--- src/hw/gmp_pkg.sv ---
// constants for the multi-port gpio block: addresses, widths, reset values
package gmp_pkg;
	localparam int GMP_ADDR_W = 16;
	localparam int GMP_DATA_W = 8;
	localparam int GMP_BITSEL_W = 3;

	// port widths
	localparam int GMP_P0_W = 4;
	localparam int GMP_P1_W = 8;
	localparam int GMP_P2_W = 4;
	localparam int GMP_P3_W = 4;
	localparam int GMP_P12_W = 1;
	localparam int GMP_PULLUP_COUNT = GMP_P0_W + GMP_P1_W + GMP_P3_W + GMP_P12_W;

	// port latch / level registers
	localparam logic [15:0] GMP_ADDR_FIRST_LATCH = 16'hff00;
	localparam logic [15:0] GMP_ADDR_SECOND_LATCH = 16'hff01;
	localparam logic [15:0] GMP_ADDR_INPUT_LEVELS = 16'hff02;
	localparam logic [15:0] GMP_ADDR_FOURTH_LATCH = 16'hff03;
	localparam logic [15:0] GMP_ADDR_FIFTH_LATCH = 16'hff0c;
	localparam logic [15:0] GMP_ADDR_OUTONLY_LATCH = 16'hff0d;

	// direction registers
	localparam logic [15:0] GMP_ADDR_FIRST_DIR = 16'hff20;
	localparam logic [15:0] GMP_ADDR_SECOND_DIR = 16'hff21;
	localparam logic [15:0] GMP_ADDR_FOURTH_DIR = 16'hff23;
	localparam logic [15:0] GMP_ADDR_FIFTH_DIR = 16'hff2c;

	// pull-up enable registers
	localparam logic [15:0] GMP_ADDR_FIRST_PU = 16'hff30;
	localparam logic [15:0] GMP_ADDR_SECOND_PU = 16'hff31;
	localparam logic [15:0] GMP_ADDR_FOURTH_PU = 16'hff33;
	localparam logic [15:0] GMP_ADDR_FIFTH_PU = 16'hff3c;

	// reset values
	localparam logic [7:0] GMP_DIR_RESET = 8'hff;
	localparam logic [7:0] GMP_LATCH_RESET = 8'h00;
	localparam logic [7:0] GMP_PU_RESET = 8'h00;
	localparam logic [7:0] GMP_UNMAPPED_READ = 8'h00;

	// direction bit encoding
	localparam logic GMP_DIR_OUTPUT = 1'b0;
	localparam logic GMP_DIR_INPUT = 1'b1;
endpackage

--- src/hw/gmp_sync2.sv ---
// two-flop synchroniser for pin levels
`timescale 1ns/1ps
`default_nettype none
module gmp_sync2 #(
	parameter int WIDTH = 1
) (
	input wire logic clk,
	input wire logic rst_n,
	input wire logic [WIDTH-1:0] async_in,
	output logic [WIDTH-1:0] sync_out
);
	logic [WIDTH-1:0] meta_q;

	always_ff @(posedge clk) begin
		if (!rst_n) begin
			meta_q <= '0;
			sync_out <= '0;
		end else begin
			meta_q <= async_in;
			sync_out <= meta_q;
		end
	end
endmodule // gmp_sync2
`default_nettype wire

--- src/hw/gmp_pin_drive.sv ---
// per-bit pin driver, pull-up gating and read-back selection
`timescale 1ns/1ps
`default_nettype none
module gmp_pin_drive
	import gmp_pkg::*;
#(
	parameter int WIDTH = 4
) (
	input wire logic [WIDTH-1:0] latch,
	input wire logic [WIDTH-1:0] dir,
	input wire logic [WIDTH-1:0] pu_en,
	input wire logic [WIDTH-1:0] pin_level,
	output logic [WIDTH-1:0] pin_o,
	output logic [WIDTH-1:0] pin_oe,
	output logic [WIDTH-1:0] pu_on,
	output logic [WIDTH-1:0] readback
);
	genvar i;
	generate
		for (i = 0; i < WIDTH; i++) begin : g_bit
			// latch always reaches the pad; only the enable gates it
			assign pin_o[i] = latch[i];
			assign pin_oe[i] = (dir[i] == GMP_DIR_OUTPUT); // see RULE_15
			assign pu_on[i] = pu_en[i] & (dir[i] == GMP_DIR_INPUT); // see RULE_21
			assign readback[i] = (dir[i] == GMP_DIR_INPUT) ? pin_level[i] : latch[i]; // see RULE_20
		end
	endgenerate
endmodule // gmp_pin_drive
`default_nettype wire

--- src/hw/gmp_ports.sv ---
// six-port gpio block with direction, latch and pull-up registers
// Operation
// RULE_01: first port: four bidirectional pins, per-bit direction
// RULE_02: first port per-bit pull-up enable register
// RULE_03: reset puts first port in input mode
// RULE_04: second port: eight bidirectional pins with pull-ups
// RULE_05: reset puts second port in input mode
// RULE_06: software leaves serial registers at default
// RULE_07: third port: four input-only pins, reads levels
// RULE_08: fourth port: four bidirectional pins with pull-ups
// RULE_09: reset puts fourth port in input mode
// RULE_10: fifth port: one bidirectional pin with pull-up
// RULE_11: reset puts fifth port in input mode
// RULE_12: sixth port: one always-driven output-only pin
// RULE_13: output-only pin drives low during reset
// RULE_14: direction registers reset to all ones
// RULE_15: direction 0 drives, 1 releases pin
// RULE_16: direction registers accept bit and byte writes
// RULE_17: software sets direction 1 for alternate inputs
// RULE_18: software sets direction/latch for alternate outputs
// RULE_19: exactly seventeen software-only pull-ups
// RULE_20: read gives pin in input, latch in output
// RULE_21: pull-up only when enabled and input mode
// RULE_22: reset clears latches and pull-up enables
// RULE_23: write in input mode retains latch only
// RULE_24: unimplemented direction bits read one, ignore writes
`timescale 1ns/1ps
`default_nettype none
module gmp_ports
	import gmp_pkg::*;
(
	input wire logic SYS_CLK,
	input wire logic RSTN,
	// processor register port
	input wire logic [GMP_ADDR_W-1:0] SFR_ADDR,
	input wire logic [GMP_DATA_W-1:0] SFR_WDATA,
	input wire logic SFR_WR,
	input wire logic SFR_BIT_WR,
	input wire logic [GMP_BITSEL_W-1:0] SFR_BIT_SEL,
	input wire logic SFR_RD,
	output logic [GMP_DATA_W-1:0] SFR_RDATA,
	output logic SFR_RVALID,
	// first port
	input wire logic [GMP_P0_W-1:0] FIRST_PORT_PIN_I,
	output logic [GMP_P0_W-1:0] FIRST_PORT_PIN_O,
	output logic [GMP_P0_W-1:0] FIRST_PORT_PIN_OE,
	output logic [GMP_P0_W-1:0] FIRST_PORT_PULLUP,
	// second port
	input wire logic [GMP_P1_W-1:0] SECOND_PORT_PIN_I,
	output logic [GMP_P1_W-1:0] SECOND_PORT_PIN_O,
	output logic [GMP_P1_W-1:0] SECOND_PORT_PIN_OE,
	output logic [GMP_P1_W-1:0] SECOND_PORT_PULLUP,
	// input-only port, shared with analog inputs
	input wire logic [GMP_P2_W-1:0] INPUT_ONLY_PIN_I,
	// fourth port
	input wire logic [GMP_P3_W-1:0] FOURTH_PORT_PIN_I,
	output logic [GMP_P3_W-1:0] FOURTH_PORT_PIN_O,
	output logic [GMP_P3_W-1:0] FOURTH_PORT_PIN_OE,
	output logic [GMP_P3_W-1:0] FOURTH_PORT_PULLUP,
	// fifth port
	input wire logic [GMP_P12_W-1:0] FIFTH_PORT_PIN_I,
	output logic [GMP_P12_W-1:0] FIFTH_PORT_PIN_O,
	output logic [GMP_P12_W-1:0] FIFTH_PORT_PIN_OE,
	output logic [GMP_P12_W-1:0] FIFTH_PORT_PULLUP,
	// output-only pin
	output logic OUTPUT_ONLY_PIN
);

	////////////////////////////////////////////////////////////////////////////////
	// write decode

	logic any_wr;
	logic [7:0] wr_bitmask;
	logic [7:0] wr_bitval;

	assign any_wr = SFR_WR | SFR_BIT_WR;
	// bit writes touch only the selected bit; byte writes replace all
	assign wr_bitmask = SFR_WR ? 8'hff : (8'h01 << SFR_BIT_SEL); // see RULE_16
	assign wr_bitval = SFR_WR ? SFR_WDATA : {8{SFR_WDATA[0]}};

	function automatic logic [7:0] merge_write(input logic [7:0] cur);
		merge_write = (cur & ~wr_bitmask) | (wr_bitval & wr_bitmask);
	endfunction

	logic sel_first_latch;
	logic sel_second_latch;
	logic sel_input_levels;
	logic sel_fourth_latch;
	logic sel_fifth_latch;
	logic sel_outonly_latch;
	logic sel_first_dir;
	logic sel_second_dir;
	logic sel_fourth_dir;
	logic sel_fifth_dir;
	logic sel_first_pu;
	logic sel_second_pu;
	logic sel_fourth_pu;
	logic sel_fifth_pu;

	assign sel_first_latch = (SFR_ADDR == GMP_ADDR_FIRST_LATCH);
	assign sel_second_latch = (SFR_ADDR == GMP_ADDR_SECOND_LATCH);
	assign sel_input_levels = (SFR_ADDR == GMP_ADDR_INPUT_LEVELS);
	assign sel_fourth_latch = (SFR_ADDR == GMP_ADDR_FOURTH_LATCH);
	assign sel_fifth_latch = (SFR_ADDR == GMP_ADDR_FIFTH_LATCH);
	assign sel_outonly_latch = (SFR_ADDR == GMP_ADDR_OUTONLY_LATCH);
	assign sel_first_dir = (SFR_ADDR == GMP_ADDR_FIRST_DIR);
	assign sel_second_dir = (SFR_ADDR == GMP_ADDR_SECOND_DIR);
	assign sel_fourth_dir = (SFR_ADDR == GMP_ADDR_FOURTH_DIR);
	assign sel_fifth_dir = (SFR_ADDR == GMP_ADDR_FIFTH_DIR);
	assign sel_first_pu = (SFR_ADDR == GMP_ADDR_FIRST_PU);
	assign sel_second_pu = (SFR_ADDR == GMP_ADDR_SECOND_PU);
	assign sel_fourth_pu = (SFR_ADDR == GMP_ADDR_FOURTH_PU);
	assign sel_fifth_pu = (SFR_ADDR == GMP_ADDR_FIFTH_PU);

	////////////////////////////////////////////////////////////////////////////////
	// output latches

	logic [GMP_P0_W-1:0] first_port_latch_q;
	logic [GMP_P1_W-1:0] second_port_latch_q;
	logic [GMP_P3_W-1:0] fourth_port_latch_q;
	logic [GMP_P12_W-1:0] fifth_port_latch_q;
	logic output_only_port_latch_q;

	// latches update regardless of direction; the pad only sees them in output mode
	always_ff @(posedge SYS_CLK) begin
		if (!RSTN) begin
			first_port_latch_q <= GMP_LATCH_RESET[GMP_P0_W-1:0]; // see RULE_22
		end else if (any_wr && sel_first_latch) begin
			first_port_latch_q <= GMP_P0_W'(merge_write({4'h0, first_port_latch_q})); // see RULE_23
		end
	end

	always_ff @(posedge SYS_CLK) begin
		if (!RSTN) begin
			second_port_latch_q <= GMP_LATCH_RESET[GMP_P1_W-1:0]; // see RULE_22
		end else if (any_wr && sel_second_latch) begin
			second_port_latch_q <= merge_write(second_port_latch_q); // see RULE_23
		end
	end

	always_ff @(posedge SYS_CLK) begin
		if (!RSTN) begin
			fourth_port_latch_q <= GMP_LATCH_RESET[GMP_P3_W-1:0]; // see RULE_22
		end else if (any_wr && sel_fourth_latch) begin
			fourth_port_latch_q <= GMP_P3_W'(merge_write({4'h0, fourth_port_latch_q})); // see RULE_23
		end
	end

	always_ff @(posedge SYS_CLK) begin
		if (!RSTN) begin
			fifth_port_latch_q <= GMP_LATCH_RESET[GMP_P12_W-1:0]; // see RULE_22
		end else if (any_wr && sel_fifth_latch) begin
			fifth_port_latch_q <= GMP_P12_W'(merge_write({7'h00, fifth_port_latch_q})); // see RULE_23
		end
	end

	always_ff @(posedge SYS_CLK) begin
		if (!RSTN) begin
			output_only_port_latch_q <= GMP_LATCH_RESET[0]; // see RULE_22
		end else if (any_wr && sel_outonly_latch) begin
			output_only_port_latch_q <= 1'(merge_write({7'h00, output_only_port_latch_q}));
		end
	end

	////////////////////////////////////////////////////////////////////////////////
	// direction registers

	logic [GMP_P0_W-1:0] first_port_direction_q;
	logic [GMP_P1_W-1:0] second_port_direction_q;
	logic [GMP_P3_W-1:0] fourth_port_direction_q;
	logic [GMP_P12_W-1:0] fifth_port_direction_q;

	// only implemented bits are stored; the rest are constant ones on read
	always_ff @(posedge SYS_CLK) begin
		if (!RSTN) begin
			first_port_direction_q <= GMP_DIR_RESET[GMP_P0_W-1:0]; // see RULE_03, see RULE_14
		end else if (any_wr && sel_first_dir) begin
			first_port_direction_q <= GMP_P0_W'(merge_write({4'hf, first_port_direction_q})); // see RULE_16
		end
	end

	always_ff @(posedge SYS_CLK) begin
		if (!RSTN) begin
			second_port_direction_q <= GMP_DIR_RESET[GMP_P1_W-1:0]; // see RULE_05, see RULE_14
		end else if (any_wr && sel_second_dir) begin
			second_port_direction_q <= merge_write(second_port_direction_q); // see RULE_16
		end
	end

	always_ff @(posedge SYS_CLK) begin
		if (!RSTN) begin
			fourth_port_direction_q <= GMP_DIR_RESET[GMP_P3_W-1:0]; // see RULE_09, see RULE_14
		end else if (any_wr && sel_fourth_dir) begin
			fourth_port_direction_q <= GMP_P3_W'(merge_write({4'hf, fourth_port_direction_q})); // see RULE_16
		end
	end

	always_ff @(posedge SYS_CLK) begin
		if (!RSTN) begin
			fifth_port_direction_q <= GMP_DIR_RESET[GMP_P12_W-1:0]; // see RULE_11, see RULE_14
		end else if (any_wr && sel_fifth_dir) begin
			fifth_port_direction_q <= GMP_P12_W'(merge_write({7'h7f, fifth_port_direction_q})); // see RULE_16
		end
	end

	////////////////////////////////////////////////////////////////////////////////
	// pull-up enable registers; 17 bits in all, software is the only source; see RULE_19

	logic [GMP_P0_W-1:0] first_port_pullup_enable_q;
	logic [GMP_P1_W-1:0] second_port_pullup_enable_q;
	logic [GMP_P3_W-1:0] fourth_port_pullup_enable_q;
	logic [GMP_P12_W-1:0] fifth_port_pullup_enable_q;

	always_ff @(posedge SYS_CLK) begin
		if (!RSTN) begin
			first_port_pullup_enable_q <= GMP_PU_RESET[GMP_P0_W-1:0]; // see RULE_22
		end else if (any_wr && sel_first_pu) begin
			first_port_pullup_enable_q <= GMP_P0_W'(merge_write({4'h0, first_port_pullup_enable_q})); // see RULE_02
		end
	end

	always_ff @(posedge SYS_CLK) begin
		if (!RSTN) begin
			second_port_pullup_enable_q <= GMP_PU_RESET[GMP_P1_W-1:0]; // see RULE_22
		end else if (any_wr && sel_second_pu) begin
			second_port_pullup_enable_q <= merge_write(second_port_pullup_enable_q); // see RULE_04
		end
	end

	always_ff @(posedge SYS_CLK) begin
		if (!RSTN) begin
			fourth_port_pullup_enable_q <= GMP_PU_RESET[GMP_P3_W-1:0]; // see RULE_22
		end else if (any_wr && sel_fourth_pu) begin
			fourth_port_pullup_enable_q <= GMP_P3_W'(merge_write({4'h0, fourth_port_pullup_enable_q})); // see RULE_08
		end
	end

	always_ff @(posedge SYS_CLK) begin
		if (!RSTN) begin
			fifth_port_pullup_enable_q <= GMP_PU_RESET[GMP_P12_W-1:0]; // see RULE_22
		end else if (any_wr && sel_fifth_pu) begin
			fifth_port_pullup_enable_q <= GMP_P12_W'(merge_write({7'h00, fifth_port_pullup_enable_q})); // see RULE_10
		end
	end

	////////////////////////////////////////////////////////////////////////////////
	// pin synchronisers

	logic [GMP_P0_W-1:0] first_level;
	logic [GMP_P1_W-1:0] second_level;
	logic [GMP_P2_W-1:0] input_only_port_levels;
	logic [GMP_P3_W-1:0] fourth_level;
	logic [GMP_P12_W-1:0] fifth_level;

	gmp_sync2 #(.WIDTH(GMP_P0_W)) u_sync_first (
		.clk(SYS_CLK),
		.rst_n(RSTN),
		.async_in(FIRST_PORT_PIN_I),
		.sync_out(first_level)
	);

	gmp_sync2 #(.WIDTH(GMP_P1_W)) u_sync_second (
		.clk(SYS_CLK),
		.rst_n(RSTN),
		.async_in(SECOND_PORT_PIN_I),
		.sync_out(second_level)
	);

	// no latch, no direction, no pull-up: levels only
	gmp_sync2 #(.WIDTH(GMP_P2_W)) u_sync_input_only (
		.clk(SYS_CLK),
		.rst_n(RSTN),
		.async_in(INPUT_ONLY_PIN_I),
		.sync_out(input_only_port_levels)
	); // see RULE_07

	gmp_sync2 #(.WIDTH(GMP_P3_W)) u_sync_fourth (
		.clk(SYS_CLK),
		.rst_n(RSTN),
		.async_in(FOURTH_PORT_PIN_I),
		.sync_out(fourth_level)
	);

	gmp_sync2 #(.WIDTH(GMP_P12_W)) u_sync_fifth (
		.clk(SYS_CLK),
		.rst_n(RSTN),
		.async_in(FIFTH_PORT_PIN_I),
		.sync_out(fifth_level)
	);

	////////////////////////////////////////////////////////////////////////////////
	// pin drivers

	logic [GMP_P0_W-1:0] first_readback;
	logic [GMP_P1_W-1:0] second_readback;
	logic [GMP_P3_W-1:0] fourth_readback;
	logic [GMP_P12_W-1:0] fifth_readback;

	gmp_pin_drive #(.WIDTH(GMP_P0_W)) u_drive_first (
		.latch(first_port_latch_q),
		.dir(first_port_direction_q),
		.pu_en(first_port_pullup_enable_q),
		.pin_level(first_level),
		.pin_o(FIRST_PORT_PIN_O),
		.pin_oe(FIRST_PORT_PIN_OE),
		.pu_on(FIRST_PORT_PULLUP),
		.readback(first_readback)
	); // see RULE_01

	gmp_pin_drive #(.WIDTH(GMP_P1_W)) u_drive_second (
		.latch(second_port_latch_q),
		.dir(second_port_direction_q),
		.pu_en(second_port_pullup_enable_q),
		.pin_level(second_level),
		.pin_o(SECOND_PORT_PIN_O),
		.pin_oe(SECOND_PORT_PIN_OE),
		.pu_on(SECOND_PORT_PULLUP),
		.readback(second_readback)
	); // see RULE_04

	gmp_pin_drive #(.WIDTH(GMP_P3_W)) u_drive_fourth (
		.latch(fourth_port_latch_q),
		.dir(fourth_port_direction_q),
		.pu_en(fourth_port_pullup_enable_q),
		.pin_level(fourth_level),
		.pin_o(FOURTH_PORT_PIN_O),
		.pin_oe(FOURTH_PORT_PIN_OE),
		.pu_on(FOURTH_PORT_PULLUP),
		.readback(fourth_readback)
	); // see RULE_08

	gmp_pin_drive #(.WIDTH(GMP_P12_W)) u_drive_fifth (
		.latch(fifth_port_latch_q),
		.dir(fifth_port_direction_q),
		.pu_en(fifth_port_pullup_enable_q),
		.pin_level(fifth_level),
		.pin_o(FIFTH_PORT_PIN_O),
		.pin_oe(FIFTH_PORT_PIN_OE),
		.pu_on(FIFTH_PORT_PULLUP),
		.readback(fifth_readback)
	); // see RULE_10

	// gated by reset so the pin goes low at once, before a clock edge clears the latch, even if the latch held a one
	assign OUTPUT_ONLY_PIN = output_only_port_latch_q & RSTN; // see RULE_12, see RULE_13

	////////////////////////////////////////////////////////////////////////////////
	// read mux

	logic [7:0] rd_mux;

	always_comb begin
		rd_mux = GMP_UNMAPPED_READ;
		if (sel_first_latch) begin
			rd_mux = {4'h0, first_readback}; // see RULE_20
		end else if (sel_second_latch) begin
			rd_mux = second_readback; // see RULE_20
		end else if (sel_input_levels) begin
			rd_mux = {4'h0, input_only_port_levels}; // see RULE_07
		end else if (sel_fourth_latch) begin
			rd_mux = {4'h0, fourth_readback}; // see RULE_20
		end else if (sel_fifth_latch) begin
			rd_mux = {7'h00, fifth_readback}; // see RULE_20
		end else if (sel_outonly_latch) begin
			rd_mux = {7'h00, output_only_port_latch_q};
		end else if (sel_first_dir) begin
			rd_mux = {4'hf, first_port_direction_q}; // see RULE_24
		end else if (sel_second_dir) begin
			rd_mux = second_port_direction_q;
		end else if (sel_fourth_dir) begin
			rd_mux = {4'hf, fourth_port_direction_q}; // see RULE_24
		end else if (sel_fifth_dir) begin
			rd_mux = {7'h7f, fifth_port_direction_q}; // see RULE_24
		end else if (sel_first_pu) begin
			rd_mux = {4'h0, first_port_pullup_enable_q};
		end else if (sel_second_pu) begin
			rd_mux = second_port_pullup_enable_q;
		end else if (sel_fourth_pu) begin
			rd_mux = {4'h0, fourth_port_pullup_enable_q};
		end else if (sel_fifth_pu) begin
			rd_mux = {7'h00, fifth_port_pullup_enable_q};
		end
	end

	// registered answer, one cycle after the read strobe
	always_ff @(posedge SYS_CLK) begin
		if (!RSTN) begin
			SFR_RDATA <= 8'h00;
			SFR_RVALID <= 1'b0;
		end else begin
			SFR_RVALID <= SFR_RD;
			if (SFR_RD) begin
				SFR_RDATA <= rd_mux;
			end
		end
	end

endmodule // gmp_ports
`default_nettype wire

--- config.mk ---
export PLATFORM = sky130hd
export DESIGN_NAME = gmp_ports
export DESIGN_NICKNAME = d
export VERILOG_FILES = /design/src/hw/gmp_pkg.sv /design/src/hw/gmp_sync2.sv /design/src/hw/gmp_pin_drive.sv /design/src/hw/gmp_ports.sv
export SDC_FILE = /design/constraint.sdc
export NUM_CORES = 1
export LEC_CHECK = 0
export ABC_AREA = 0
export BUFFER_PORTS_ARGS = -buffer_cell sky130_fd_sc_hd__buf_2
export CORE_ASPECT_RATIO = 1.4
export CORE_MARGIN = 4
export CORE_UTILIZATION = 55
export DETAILED_ROUTE_END_ITERATION = 12
export PLACE_DENSITY = 0.85
export SKIP_CTS_REPAIR_TIMING = 1
export SYNTH_ARGS = -nofsm -noshare
export SYNTH_HDL_FRONTEND = slang
export SYNTH_HIERARCHICAL = 1
export SYNTH_SLANG_ARGS = --single-unit
--- constraint.sdc ---
create_clock -name SYS_CLK -period 2.9 [get_ports SYS_CLK]
set_clock_uncertainty 0.2 [all_clocks]
set_input_delay 0.29 -clock SYS_CLK [delete_from_list [all_inputs] [get_ports SYS_CLK]]
set_output_delay 0.29 -clock SYS_CLK [all_outputs]
set_load 0.02 [all_outputs]
# Yosys cells after proc, flatten, opt, wreduce, memory -nomap -nowiden
# Index checks and enable logic that the tools add are counted.
[totals]
register_bits = 103
output_inout_bits = 61
elab_cells = 150
[op_classes]
eq_ne = 14
shifts = 1
n_mux = 33
n_bitwise = 64
n_reduce_logical = 13
[ops]
columns = ["op", "n"]
rows = [
  ["$eq A16 B16 Y1 const B", 14],
  ["$mux W8", 14],
  ["$and A8 B8 Y8", 4],
  ["$and A4 B4 Y4", 6],
  ["$or A4 B4 Y4", 6],
  ["$or A8 B8 Y8", 3],
  ["$and A1 B1 Y1", 22],
  ["$mux W1", 18],
  ["$not A1 Y1", 17],
  ["$logic_and A1 B1 Y1", 13],
  ["$not A8 Y8", 1],
  ["$shl A1 B3 Y8 const A", 1],
  ["$or A1 B1 Y1", 5],
  ["$mux W4", 1],
]

# Longest topological paths before layout
# Gate-level depths: netlist of run 1.
[logic_depth]
word_depth = 15
depth_mapped = 9
depth_no_buf = 7

# Cells and area by module
# The synthesis of run 1 kept the hierarchy.
[by_module_without_submodules]
columns = ["module", "instances", "cells_each", "area_per_inst_um2", "seq_area_each_um2"]
rows = [
  ["gmp_ports", 1, 433, 3518.4, 1221.2],
  ["gmp_sync2 at u_sync_first ...", 3, 16, 210.2, 160.2],
  ["gmp_sync2 at u_sync_second", 1, 33, 446.7, 320.3],
  ["gmp_pin_drive at u_drive_first ...", 2, 16, 135.1, 0.0],
  ["gmp_pin_drive at u_drive_second", 1, 32, 270.3, 0.0],
  ["gmp_sync2 at u_sync_fifth", 1, 4, 52.6, 40.0],
  ["gmp_pin_drive at u_drive_fifth", 1, 4, 33.8, 0.0],
]

# Least setup slack after synthesis of run 1
# Ideal clock, no wire load.
[synth_path]
kind = "input port to flip-flop"
from = "input SFR_ADDR[3]"
to = "register (tool-made name)"
setup_time_ns = 0.129
arrival_time_ns = 1.984
t_required_ns = 2.571
slack_ns = 0.586
stages = 8
path_buffers = 2
cell_sequence = "buf_2 or4b_4 buf_6 nor4_4 o21ai_4 nor2_2 mux2i_1 nand2_1"
[synth_lines]
columns = ["element", "line", "source"]
rows = [
  ["start, declared", "gmp_ports.sv:35", "input wire logic [GMP_ADDR_W-1:0] SFR_ADDR,"],
]

# Worst setup path in the final report of run 1
[layout_path]
from = "input SFR_ADDR[7]"
to = "register SFR_RDATA[1]"
[layout_between]
elab_chain_len = 14
[layout_lines]
columns = ["element", "line", "source"]
rows = [
  ["$eq A16 B16 Y1", "gmp_ports.sv:112", "assign sel_fourth_pu = (SFR_ADDR == GMP_ADDR_FOURTH_PU);"],
  ["$mux W4", "gmp_ports.sv:377", "end else if (sel_fourth_pu) begin"],
  ["$mux W8", "gmp_ports.sv:375", "end else if (sel_second_pu) begin"],
  ["$mux W8", "gmp_ports.sv:373", "end else if (sel_first_pu) begin"],
  ["$mux W8", "gmp_ports.sv:371", "end else if (sel_fifth_dir) begin"],
  ["$mux W8", "gmp_ports.sv:369", "end else if (sel_fourth_dir) begin"],
  ["$mux W8", "gmp_ports.sv:367", "end else if (sel_second_dir) begin"],
  ["$mux W8", "gmp_ports.sv:365", "end else if (sel_first_dir) begin"],
  ["$mux W8", "gmp_ports.sv:363", "end else if (sel_outonly_latch) begin"],
  ["$mux W8", "gmp_ports.sv:361", "end else if (sel_fifth_latch) begin"],
  ["$mux W8", "gmp_ports.sv:359", "end else if (sel_fourth_latch) begin"],
  ["$mux W8", "gmp_ports.sv:357", "end else if (sel_input_levels) begin"],
  ["$mux W8", "gmp_ports.sv:355", "end else if (sel_second_latch) begin"],
  ["$mux W8 *", "gmp_ports.sv:353", "if (sel_first_latch) begin"],
  ["end signal, assigned", "gmp_ports.sv:392", "SFR_RDATA <= rd_mux;"],
  ["end, declared", "gmp_ports.sv:41", "output logic [GMP_DATA_W-1:0] SFR_RDATA,"],
]
# Mark *: on every way between the ends. The rest lies on a longest branch, timed or not.
# A chain may end at the register's enable or synchronous reset.

==> results of run 1 <==
==> worst register-to-register path, delay by kind of cell (launching register included) <==
kind | cells | cell delay [ns]
muxes | 2 | 0.46
and+or+nand+nor | 1 | 0.06
AOI/OAI and AO/OA | 4 | 0.81
DFF | 1 | 0.41
==> stage by stage <==
| stage | instances | hold slack, ns | power (W) |
|---|---|---|---|
| 2_1_floorplan | 586 | 0.2057 | 0.001628 |
| 3_3_place_gp | 771 | 0.2099 | 0.001715 |
| 6_report | 808 | 0.08419 | 0.003091 |
| 4_1_cts | 787 | -0.05954 | 0.003072 |
| 5_1_grt | 808 | 0.09214 | 0.003178 |
| 3_5_place_dp | 771 | 0.2105 | 0.001722 |
==> final cells by class <==
class                           count  area, um2
Sequential cell                   103       2062
Clock buffer                        9      225.2
Fill cell                         692       2813
Tap cell                          107      133.9
Multi-Input combinational cell    408       2788
Clock inverter                      7      118.9
Inverter                           26      97.59
Timing Repair Buffer              148      893.4
==> synth_stat cells (all sizes together), types with 4 or more instances <==
library cell / count
and2: 63
a21oi: 20
nor4: 4
mux2i: 23
nand3: 13
o21ai: 28
o22ai: 5
nor2: 44
clkbuf: 22
nand2b: 4
nor3: 22
nand2: 49
dfxtp: 103
a21boi: 12
nor2b: 14
mux2: 20
o21bai: 15
nand4: 4
a22oi: 8
o211ai: 6
a31oi: 8
inv: 26
buf: 27
o311a: 13
==> worst paths after layout <==
path | startpoint | to | cells past startpoint | slack (ns)
hold reg to reg | u_sync_fifth/meta_q$_SDFF_PN0_ | u_sync_fifth/sync_out$_SDFF_PN0_ | 1 | 0.22
setup / recovery | SFR_ADDR[7] | SFR_RDATA[1]$_SDFFE_PN0P_ | 7 | 0.71
setup reg to reg | flip-flop | SFR_RDATA[0]$_SDFFE_PN0P_ | 7 | 0.85
hold / removal | RSTN | flip-flop | 2 | 0.08
==> cell families (layout without fill, tap and decap cells) <==
group / count (synthesis) / count (layout) / synth area share [%]
compound gates: 133 / 133 / 18.23
buf+inv: 75 / 190 / 7.139
flops: 103 / 103 / 39.48
mux: 43 / 43 / 9.942
simple gates: 232 / 232 / 25.20
==> report_power, final <==
group | switching [W] | leakage (nW) | internal [W]
clock | 0.000526 | 0.162 | 0.000844
combinational | 0.000156 | 1.84 | 0.000109
sequential | 0.0000102 | 0.841 | 0.00145
==> metal layers <==
metal  track usage (%)  share of wire (%)
met5                 0                  0
met4             15.90                4.9
met3             4.930                7.4
met2             46.33                 50
met1             30.95                 38
==> flow_summary_export.csv, run 1 <==
group,metric,value,unit
outcome,outcome,"complete, no violations",
route,post_drt_wl_per_cell,18.93,um
floorplanning,die_x,90.36,um
global_routing,grt_max_degree,86,
synthesis,yosysWarnings,6,
pwr,powerDensity,489.2,mW/mm2
critical_path,startpoint_type,"input port",
finish,mostFrequentLayoutCells,"113 x buf_2, 103 x dfxtp_1, 48 x nand2_1",
critical_path,cpLargestDelayFamily,"simple AND/OR/NAND/NOR gates",
finish,syn_to_final_growth,20.99,%
pwr,irDropWorstVdd,0.0005094,V
global_routing,antenna_found_initial,0,
synthesis,async_flop_share,0,%
critical_path,cpPeakStageDelay,0.58,ns
clocking,cts_buffers,9,
global_routing,overflow,0,
synthesis,synth_top_area_share,39.48,%
floorplanning,coreArea,0.009131,mm2
synthesis,synth.net_count,639,
critical_path,cp-end-kind,"flip-flop",
critical_path,crit_required,2.93,ns
route,drt_iter0_markers,428,
clocking,clk_pin_slew,0.07,ns
synthesis,ys.flop_type,"dfxtp_1",
critical_path,path_buf_inv,1,
finish,fin_util,69.20,%
finish,nets,749,
critical_path,worstPathArrival,2.22,ns
synthesis,syn_area,0.005223,mm2
synthesis,synth_edf_count,0,
hold_path,hp-class,"input port to flip-flop",
timing,rsz0062_at_grt,"false",
timing,fmax,457.4,MHz
synthesis,syn_area_per_cell,8.912,um2
synthesis,synth.distinct_cells,68,
timing,post-route-period-util,75.40,%
placement,hpwl,10.82,mm
floorplanning,rows,41,
finish,drive_gt1_share,30.24,%
synthesis,ys_seq_area_share,39.48,%
timing,relSlewSlack,38.64,%
critical_path,cp_cell_sequence,"buf_2, or4_1, or3_4, or2_1, nor2_2, nor3_1, a211o_1",
floorplanning,die_area,0.01114,mm2
timing,hold_viol,0,
clocking,clk_path_buf_depth,2,
synthesis,ys_top_cells_by_area,"dfxtp_1 39%, mux2_4 4.9%, mux2i_1 4.4%",
placement,place_congestion,0.9248,
synthesis,ys_ff_latch,103,
placement,place_ws,0.3794,ns
route,ant_nets,0,
floorplanning,die_y,123.3,um
route,first_pass_iters,5,
critical_path,cp_slowest_cell,"or4_1",
synthesis,syn_inst,586,
timing,setup_slack,0.7135,ns
placement,port_buffers,113,
timing,setup-violations-final,0,
clocking,cts_tree,"done",
pwr,power_leakage,2.842,nW
clocking,root_buffer,"clkbuf_16",
timing,report.final.slew_viol_count,0,
timing,post-route-min-period,2.186,ns
finish,layout_commonest_cell,"buf_2",
clocking,clkSinkCount,103,
floorplanning,io_pins,114,
clocking,htreeDepth,3,
global_routing,grt_pass1_vias,4694,
route,num_vias,4845,
timing,worst_pin_slew,0.9161,ns
route,routed_via_density,5.996,
job,maxCapViolCount,0,
finish,post-route-cell-area,0.006319,mm2
global_routing,grt_first_pass_wirelength,23.36,mm
floorplanning,start_util,57.19,%
clocking,clk_latency,0.35,ns
global_routing,grt_usage,26.73,%
critical_path,critPathKind,"input port to flip-flop",
finish,n_antenna_cell,0,
route,drc_errors,0,
timing,setup_tns,0,ns
synthesis,yosys.area.top_type,"dfxtp_1",
route,wl,15.30,mm
placement,place_area,0.005764,mm2
critical_path,crit_path_max_fanout,12,
Power figures use the tool's default switching activity.
==> run 2, diff against run 1 <==
--- a/config.mk
+++ b/config.mk
@@ -9,9 +9,9 @@
 export BUFFER_PORTS_ARGS = -buffer_cell sky130_fd_sc_hd__buf_2
 export CORE_ASPECT_RATIO = 1.4
 export CORE_MARGIN = 4
-export CORE_UTILIZATION = 55
+export CORE_UTILIZATION = 49
 export DETAILED_ROUTE_END_ITERATION = 12
-export PLACE_DENSITY = 0.85
+export PLACE_DENSITY = 0.8
 export SKIP_CTS_REPAIR_TIMING = 1
 export SYNTH_ARGS = -nofsm -noshare
 export SYNTH_HDL_FRONTEND = slang
==> constraint.sdc (replaced) <==
create_clock -name SYS_CLK -period 1.8 [get_ports SYS_CLK]
set_clock_uncertainty 0.2 [all_clocks]
set_input_delay 0.18 -clock SYS_CLK [delete_from_list [all_inputs] [get_ports SYS_CLK]]
set_output_delay 0.18 -clock SYS_CLK [all_outputs]
set_load 0.02 [all_outputs]
==> flow_summary_export.csv, run 2 (same netlist as run 1, synthesis figures left out) <==
group,metric,value,unit
outcome,outcome,"complete, but fails checks",
outcome,violations,"hold timing, setup timing",
critical_path,crit_path_max_fanout,2,
global_routing,overflow,0,
timing,hold_viol,4,
floorplanning,die_y,130.2,um
clocking,clkSinkCount,103,
critical_path,r2r_cells,7,
route,first_pass_iters,5,
route,drc_errors,0,
critical_path,cpLargestDelayFamily,"compound AO/OA/AOI/OAI gates",
critical_path,cpPeakStageDelay,0.34,ns
critical_path,critPathKind,"flip-flop to flip-flop",
critical_path,cp_cell_sequence,"mux2_4, mux2i_1, nor2_1, a41oi_2, o211ai_1, a221o_1, o211a_1",
floorplanning,coreArea,0.01041,mm2
hold_path,hp-start,"RSTN",
finish,finalNonFillerCells,920,
timing,setup_slack,-0.1456,ns
timing,fmax,514.0,MHz
critical_path,path_buf_inv,0,
placement,dp.cells,876,
critical_path,startpoint_type,"flip-flop",
clocking,clk_path_buf_depth,2,
floorplanning,io_pins,114,
timing,post-route-period-util,108.1,%
timing,worst_pin_slew,0.8457,ns
route,wl,16.62,mm
placement,place_congestion,0.9268,
hold_path,min_path_cells,2,
critical_path,rrSetupSlack,-0.15,ns
finish,mostFrequentLayoutCells,"111 x buf_2, 102 x dfxtp_1, 81 x buf_4",
global_routing,grt_usage,26.07,%
route,drt_iter0_markers,312,
job,maxCapViolCount,0,
route,routed_via_density,5.559,
critical_path,crit_required,1.84,ns
global_routing,antenna_found_initial,0,
critical_path,cp_slowest_cell,"dfxtp_2",
route,num_vias,5114,
critical_path,worstPathArrival,1.98,ns
critical_path,timing.rr.end,"SFR_RDATA[0]$_SDFFE_PN0P_",
timing,hold_ws,-0.02187,ns
finish,layout_commonest_cell,"buf_2",
clocking,root_buffer,"clkbuf_16",
floorplanning,die_area,0.01240,mm2
global_routing,grt_first_pass_wirelength,24.67,mm
placement,port_buffers,113,
placement,hpwl,12.04,mm
clocking,htreeDepth,3,
finish,syn_to_final_growth,37.13,%
pwr,power_leakage,3.274,nW
timing,setup-violations-final,13,
timing,rsz0062_at_grt,"true",
critical_path,cp-end-kind,"flip-flop",
global_routing,grt_pass1_vias,4878,
route,post_drt_wl_per_cell,18.07,um
pwr,irDropWorstVdd,0.0006319,V
clocking,cts_tree,"done",
clocking,clk_pin_slew,0.07,ns
timing,post-route-min-period,1.946,ns
floorplanning,rows,44,
clocking,clk_latency,0.35,ns
finish,num-fill-cells,807,
pwr,powerDensity,669.0,mW/mm2
clocking,cts_buffers,9,
finish,n_antenna_cell,0,
finish,nets,830,
timing,relSlewSlack,43.36,%
timing,report.final.slew_viol_count,0,
finish,drive_gt1_share,39.90,%
floorplanning,die_x,95.25,um
floorplanning,start_util,50.19,%
route,ant_nets,0,
global_routing,grt_max_degree,85,
hold_path,hp-class,"input port to flip-flop",
## run 2: cell count changes in the layout (fill, tap and decap cells not counted), sizes merged
cell | previous run | this run
inv | 27 | 28
o21ai | 28 | 30
bufinv | 3 | 1
dlygate4sd3 | 21 | 23
clkbuf | 9 | 12
buf | 127 | 204
clkinvlp | 2 | 0
## run 2: stage by stage
step / util, % / worst slack, ns / area (um2) / setup TNS, ns / total power [W]
finish: 68.83 / -0.1456 / 7162 / -0.4875 / 0.004791
global route: 68.83 / -0.2267 / 7162 / -1.278 / 0.004951
CTS: 64.80 / -0.2062 / 6743 / -1.111 / 0.004753
detailed placement: 62.03 / -0.4726 / 6454 / -19.41 / 0.002856
global placement: 62.03 / -0.4434 / 6454 / -17.52 / 0.002844
floorplan: - / -0.3262 / 5325 / -7.950 / 0.002632
## run 2: final cells by class
class	instances	area (um2)	share of cell area [%]
Multi-Input combinational cell	410	2977	41.56
Sequential cell	103	2063	28.81
Timing Repair Buffer	227	1563	21.82
Clock buffer	12	236.5	3.302
Tap cell	138	172.7	2.411
Inverter	26	97.59	1.363
Clock inverter	4	52.55	0.7338
## run 2: worst reg2reg max path, delay by kind of cell, from the launching register on
| kind | cells | cell delay (ns) |
|---|---|---|
| simple gates | 1 | 0.07 |
| flops | 1 | 0.34 |
| compound gates | 4 | 0.79 |
| mux | 2 | 0.43 |
## run 2: metal layers
layer  track usage [%]  part of all wire [%]  vias up
li1                  -                     -     2425
met1             31.19                    39     2438
met2             44.41                    51      204
met3             4.210                   5.8       47
met4             13.76                   4.5        0
met5                 0                     0        -
## run 2: worst max-delay path by stage
stage               depth (start not counted)        start                   endpoint  slack (ns)
finish                                      7    flip-flop  SFR_RDATA[0]$_SDFFE_PN0P_       -0.15
global route                                7    flip-flop  SFR_RDATA[0]$_SDFFE_PN0P_       -0.23
CTS                                         7    flip-flop  SFR_RDATA[0]$_SDFFE_PN0P_       -0.21
detailed placement                          7  SFR_ADDR[7]  SFR_RDATA[1]$_SDFFE_PN0P_       -0.47
global placement                            7  SFR_ADDR[7]  SFR_RDATA[1]$_SDFFE_PN0P_       -0.44
floorplan                                   8  SFR_ADDR[2]                  flip-flop       -0.33
## run 2: power by group
group / total (W) / internal, W / leakage, nW / switching, W
clock network: 0.00191 / 0.00109 / 0.142 / 0.000827
logic: 0.000533 / 0.000248 / 2.29 / 0.000286
registers: 0.00234 / 0.00233 / 0.840 / 0.0000152
==> run 3, diff against run 2 <==
--- a/config.mk
+++ b/config.mk
@@ -10,9 +10,10 @@
 export CORE_ASPECT_RATIO = 1.4
 export CORE_MARGIN = 4
 export CORE_UTILIZATION = 49
+export CTS_CLUSTER_DIAMETER = 30
 export DETAILED_ROUTE_END_ITERATION = 12
 export PLACE_DENSITY = 0.8
-export SKIP_CTS_REPAIR_TIMING = 1
+export RECOVER_POWER = 50
 export SYNTH_ARGS = -nofsm -noshare
 export SYNTH_HDL_FRONTEND = slang
 export SYNTH_HIERARCHICAL = 1
==> flow_summary_export.csv, run 3 (same netlist as run 1, synthesis figures left out) <==
group,metric,value,unit
critical_path,cp_cell_sequence,"mux2_4, mux2i_1, nor2_1, a41oi_2, o211ai_1, a221o_1, o211a_1",
timing,hold_viol,1,
floorplanning,die_area,0.01240,mm2
hold_path,hp-start,"RSTN",
critical_path,crit_path_max_fanout,2,
critical_path,cp_slowest_cell,"dfxtp_2",
clocking,clk_pin_slew,0.07,ns
finish,nets,831,
route,first_pass_iters,7,
finish,mostFrequentLayoutCells,"102 x dfxtp_1, 83 x buf_4, 81 x buf_2",
route,route.met2.wl,8.441,mm
global_routing,antenna_found_initial,0,
pwr,powerDensity,671.3,mW/mm2
critical_path,cpPeakStageDelay,0.34,ns
outcome,violations,"hold timing, setup timing",
floorplanning,die_y,130.2,um
outcome,outcome,"complete, but fails checks",
route,top_layer,"met4",
route,routed_via_density,5.583,
global_routing,grt_pass1_vias,5129,
timing,setup_tns,-0.9176,ns
placement,port_buffers,113,
global_routing,overflow,0,
timing,rsz0062_at_grt,"true",
timing,setup-violations-final,17,
timing,hold_ws,-0.001808,ns
critical_path,critPathKind,"flip-flop to flip-flop",
floorplanning,die_x,95.25,um
floorplanning,io_pins,114,
critical_path,rrSetupSlack,-0.16,ns
critical_path,crit_required,1.83,ns
finish,multiInputGateArea,0.002982,mm2
clocking,root_buffer,"clkbuf_16",
clocking,clkSinkCount,103,
route,dr_wl_met3,987,um
timing,post-route-period-util,108.8,%
placement,place_ws,-0.4726,ns
clocking,clk_latency,0.34,ns
route,drc_errors,0,
finish,regArea,0.002063,mm2
timing,report.final.slew_viol_count,0,
pwr,irDropWorstVdd,0.0006328,V
floorplanning,rows,44,
finish,num-fill-cells,822,
clocking,cts_tree,"done",
clocking,clk_path_buf_depth,2,
global_routing,grt_usage,27.40,%
floorplanning,start_util,50.19,%
global_routing,grt_first_pass_wirelength,26.05,mm
placement,hpwl,12.04,mm
clocking,htreeDepth,3,
finish,fin_util,68.48,%
placement,place_congestion,0.9268,
hold_path,hp-class,"input port to flip-flop",
critical_path,cp-end-kind,"flip-flop",
global_routing,grt_max_degree,85,
job,maxCapViolCount,0,
route,wirelength_met1,6.375,mm
route,wl,16.57,mm
timing,setup_slack,-0.1582,ns
timing,fmax,510.7,MHz
critical_path,worstPathArrival,1.99,ns
route,ant_nets,0,
timing,relSlewSlack,18.64,%
timing,worst_pin_slew,1.220,ns
critical_path,startpoint_type,"flip-flop",
finish,syn_to_final_growth,36.44,%
route,drt_iter0_markers,359,
finish,n_antenna_cell,0,
clocking,cts_buffers,9,
timing,post-route-min-period,1.958,ns
route,post_drt_wl_per_cell,17.99,um
floorplanning,coreArea,0.01041,mm2
pwr,power_leakage,3.141,nW
finish,layout_commonest_cell,"dfxtp_1",
finish,drive_gt1_share,35.89,%
route,num_vias,5142,
-- run 3: cell types whose count changed in the layout (fill, tap and decap cells not counted) --
cell	previous run	this run
nand2_2	2	1
buf_2	111	81
buf_6	7	4
buf_12	3	2
nand2_4	0	1
and2_1	34	28
dlygate4sd3_1	23	25
clkbuf_1	3	33
and2_0	0	6
buf_4	81	83
buf_8	2	3
-- run 3: layout make-up --
class	instances	area share (%)
Clock buffer	12	3.319
Clock inverter	4	0.7375
Inverter	26	1.370
Multi-Input combinational cell	410	41.84
Sequential cell	103	28.96
Tap cell	138	2.423
Timing Repair Buffer	228	21.35
-- run 3: final timing paths --
check,endpoint,depth (start not counted)
max,SFR_RDATA[0]$_SDFFE_PN0P_,7
min,u_sync_fifth/sync_out$_SDFF_PN0_,2
max reg2reg,SFR_RDATA[0]$_SDFFE_PN0P_,7
min reg2reg,u_sync_first/sync_out[2]$_SDFF_PN0_,1
-- run 3: timing repair --
item,in CTS,in global routing
cloned,2,0
endpoints found under the hold margin,24,0
gates resized for setup,17,19
pin swaps,6,8
setup endpoints to repair,26,32
setup buffers,1,1
hold buffers,25,0
-- run 3: through the flow --
step	total power, W	std cells	instance area, um2
after floorplan	0.002632	586	5325
after global placement	0.002844	876	6454
after detailed placement	0.002856	876	6454
after CTS	0.004805	920	7092
after global routing	0.004947	921	7126
final	0.004784	921	7126
-- run 3: where the power goes --
part | internal (W) | total [W] | switching, W
Clock | 0.00109 | 0.00191 | 0.000825
Sequential | 0.00233 | 0.00234 | 0.0000154
Combinational | 0.000243 | 0.000527 | 0.000284
-- run 3: metal layers --
layer,up-vias,GRT usage (%)
met3,55,4.152
li1,2427,-
met5,-,0
met2,207,47.30
met4,0,14.27
met1,2453,32.48
-- run 3: critical path, delay by kind of cell, from the launching register on --
family	cells	cell delay, ns
AO/OA/AOI/OAI	4	0.81
flip-flops	1	0.34
AND/OR/NAND/NOR	1	0.07
multiplexers	2	0.43
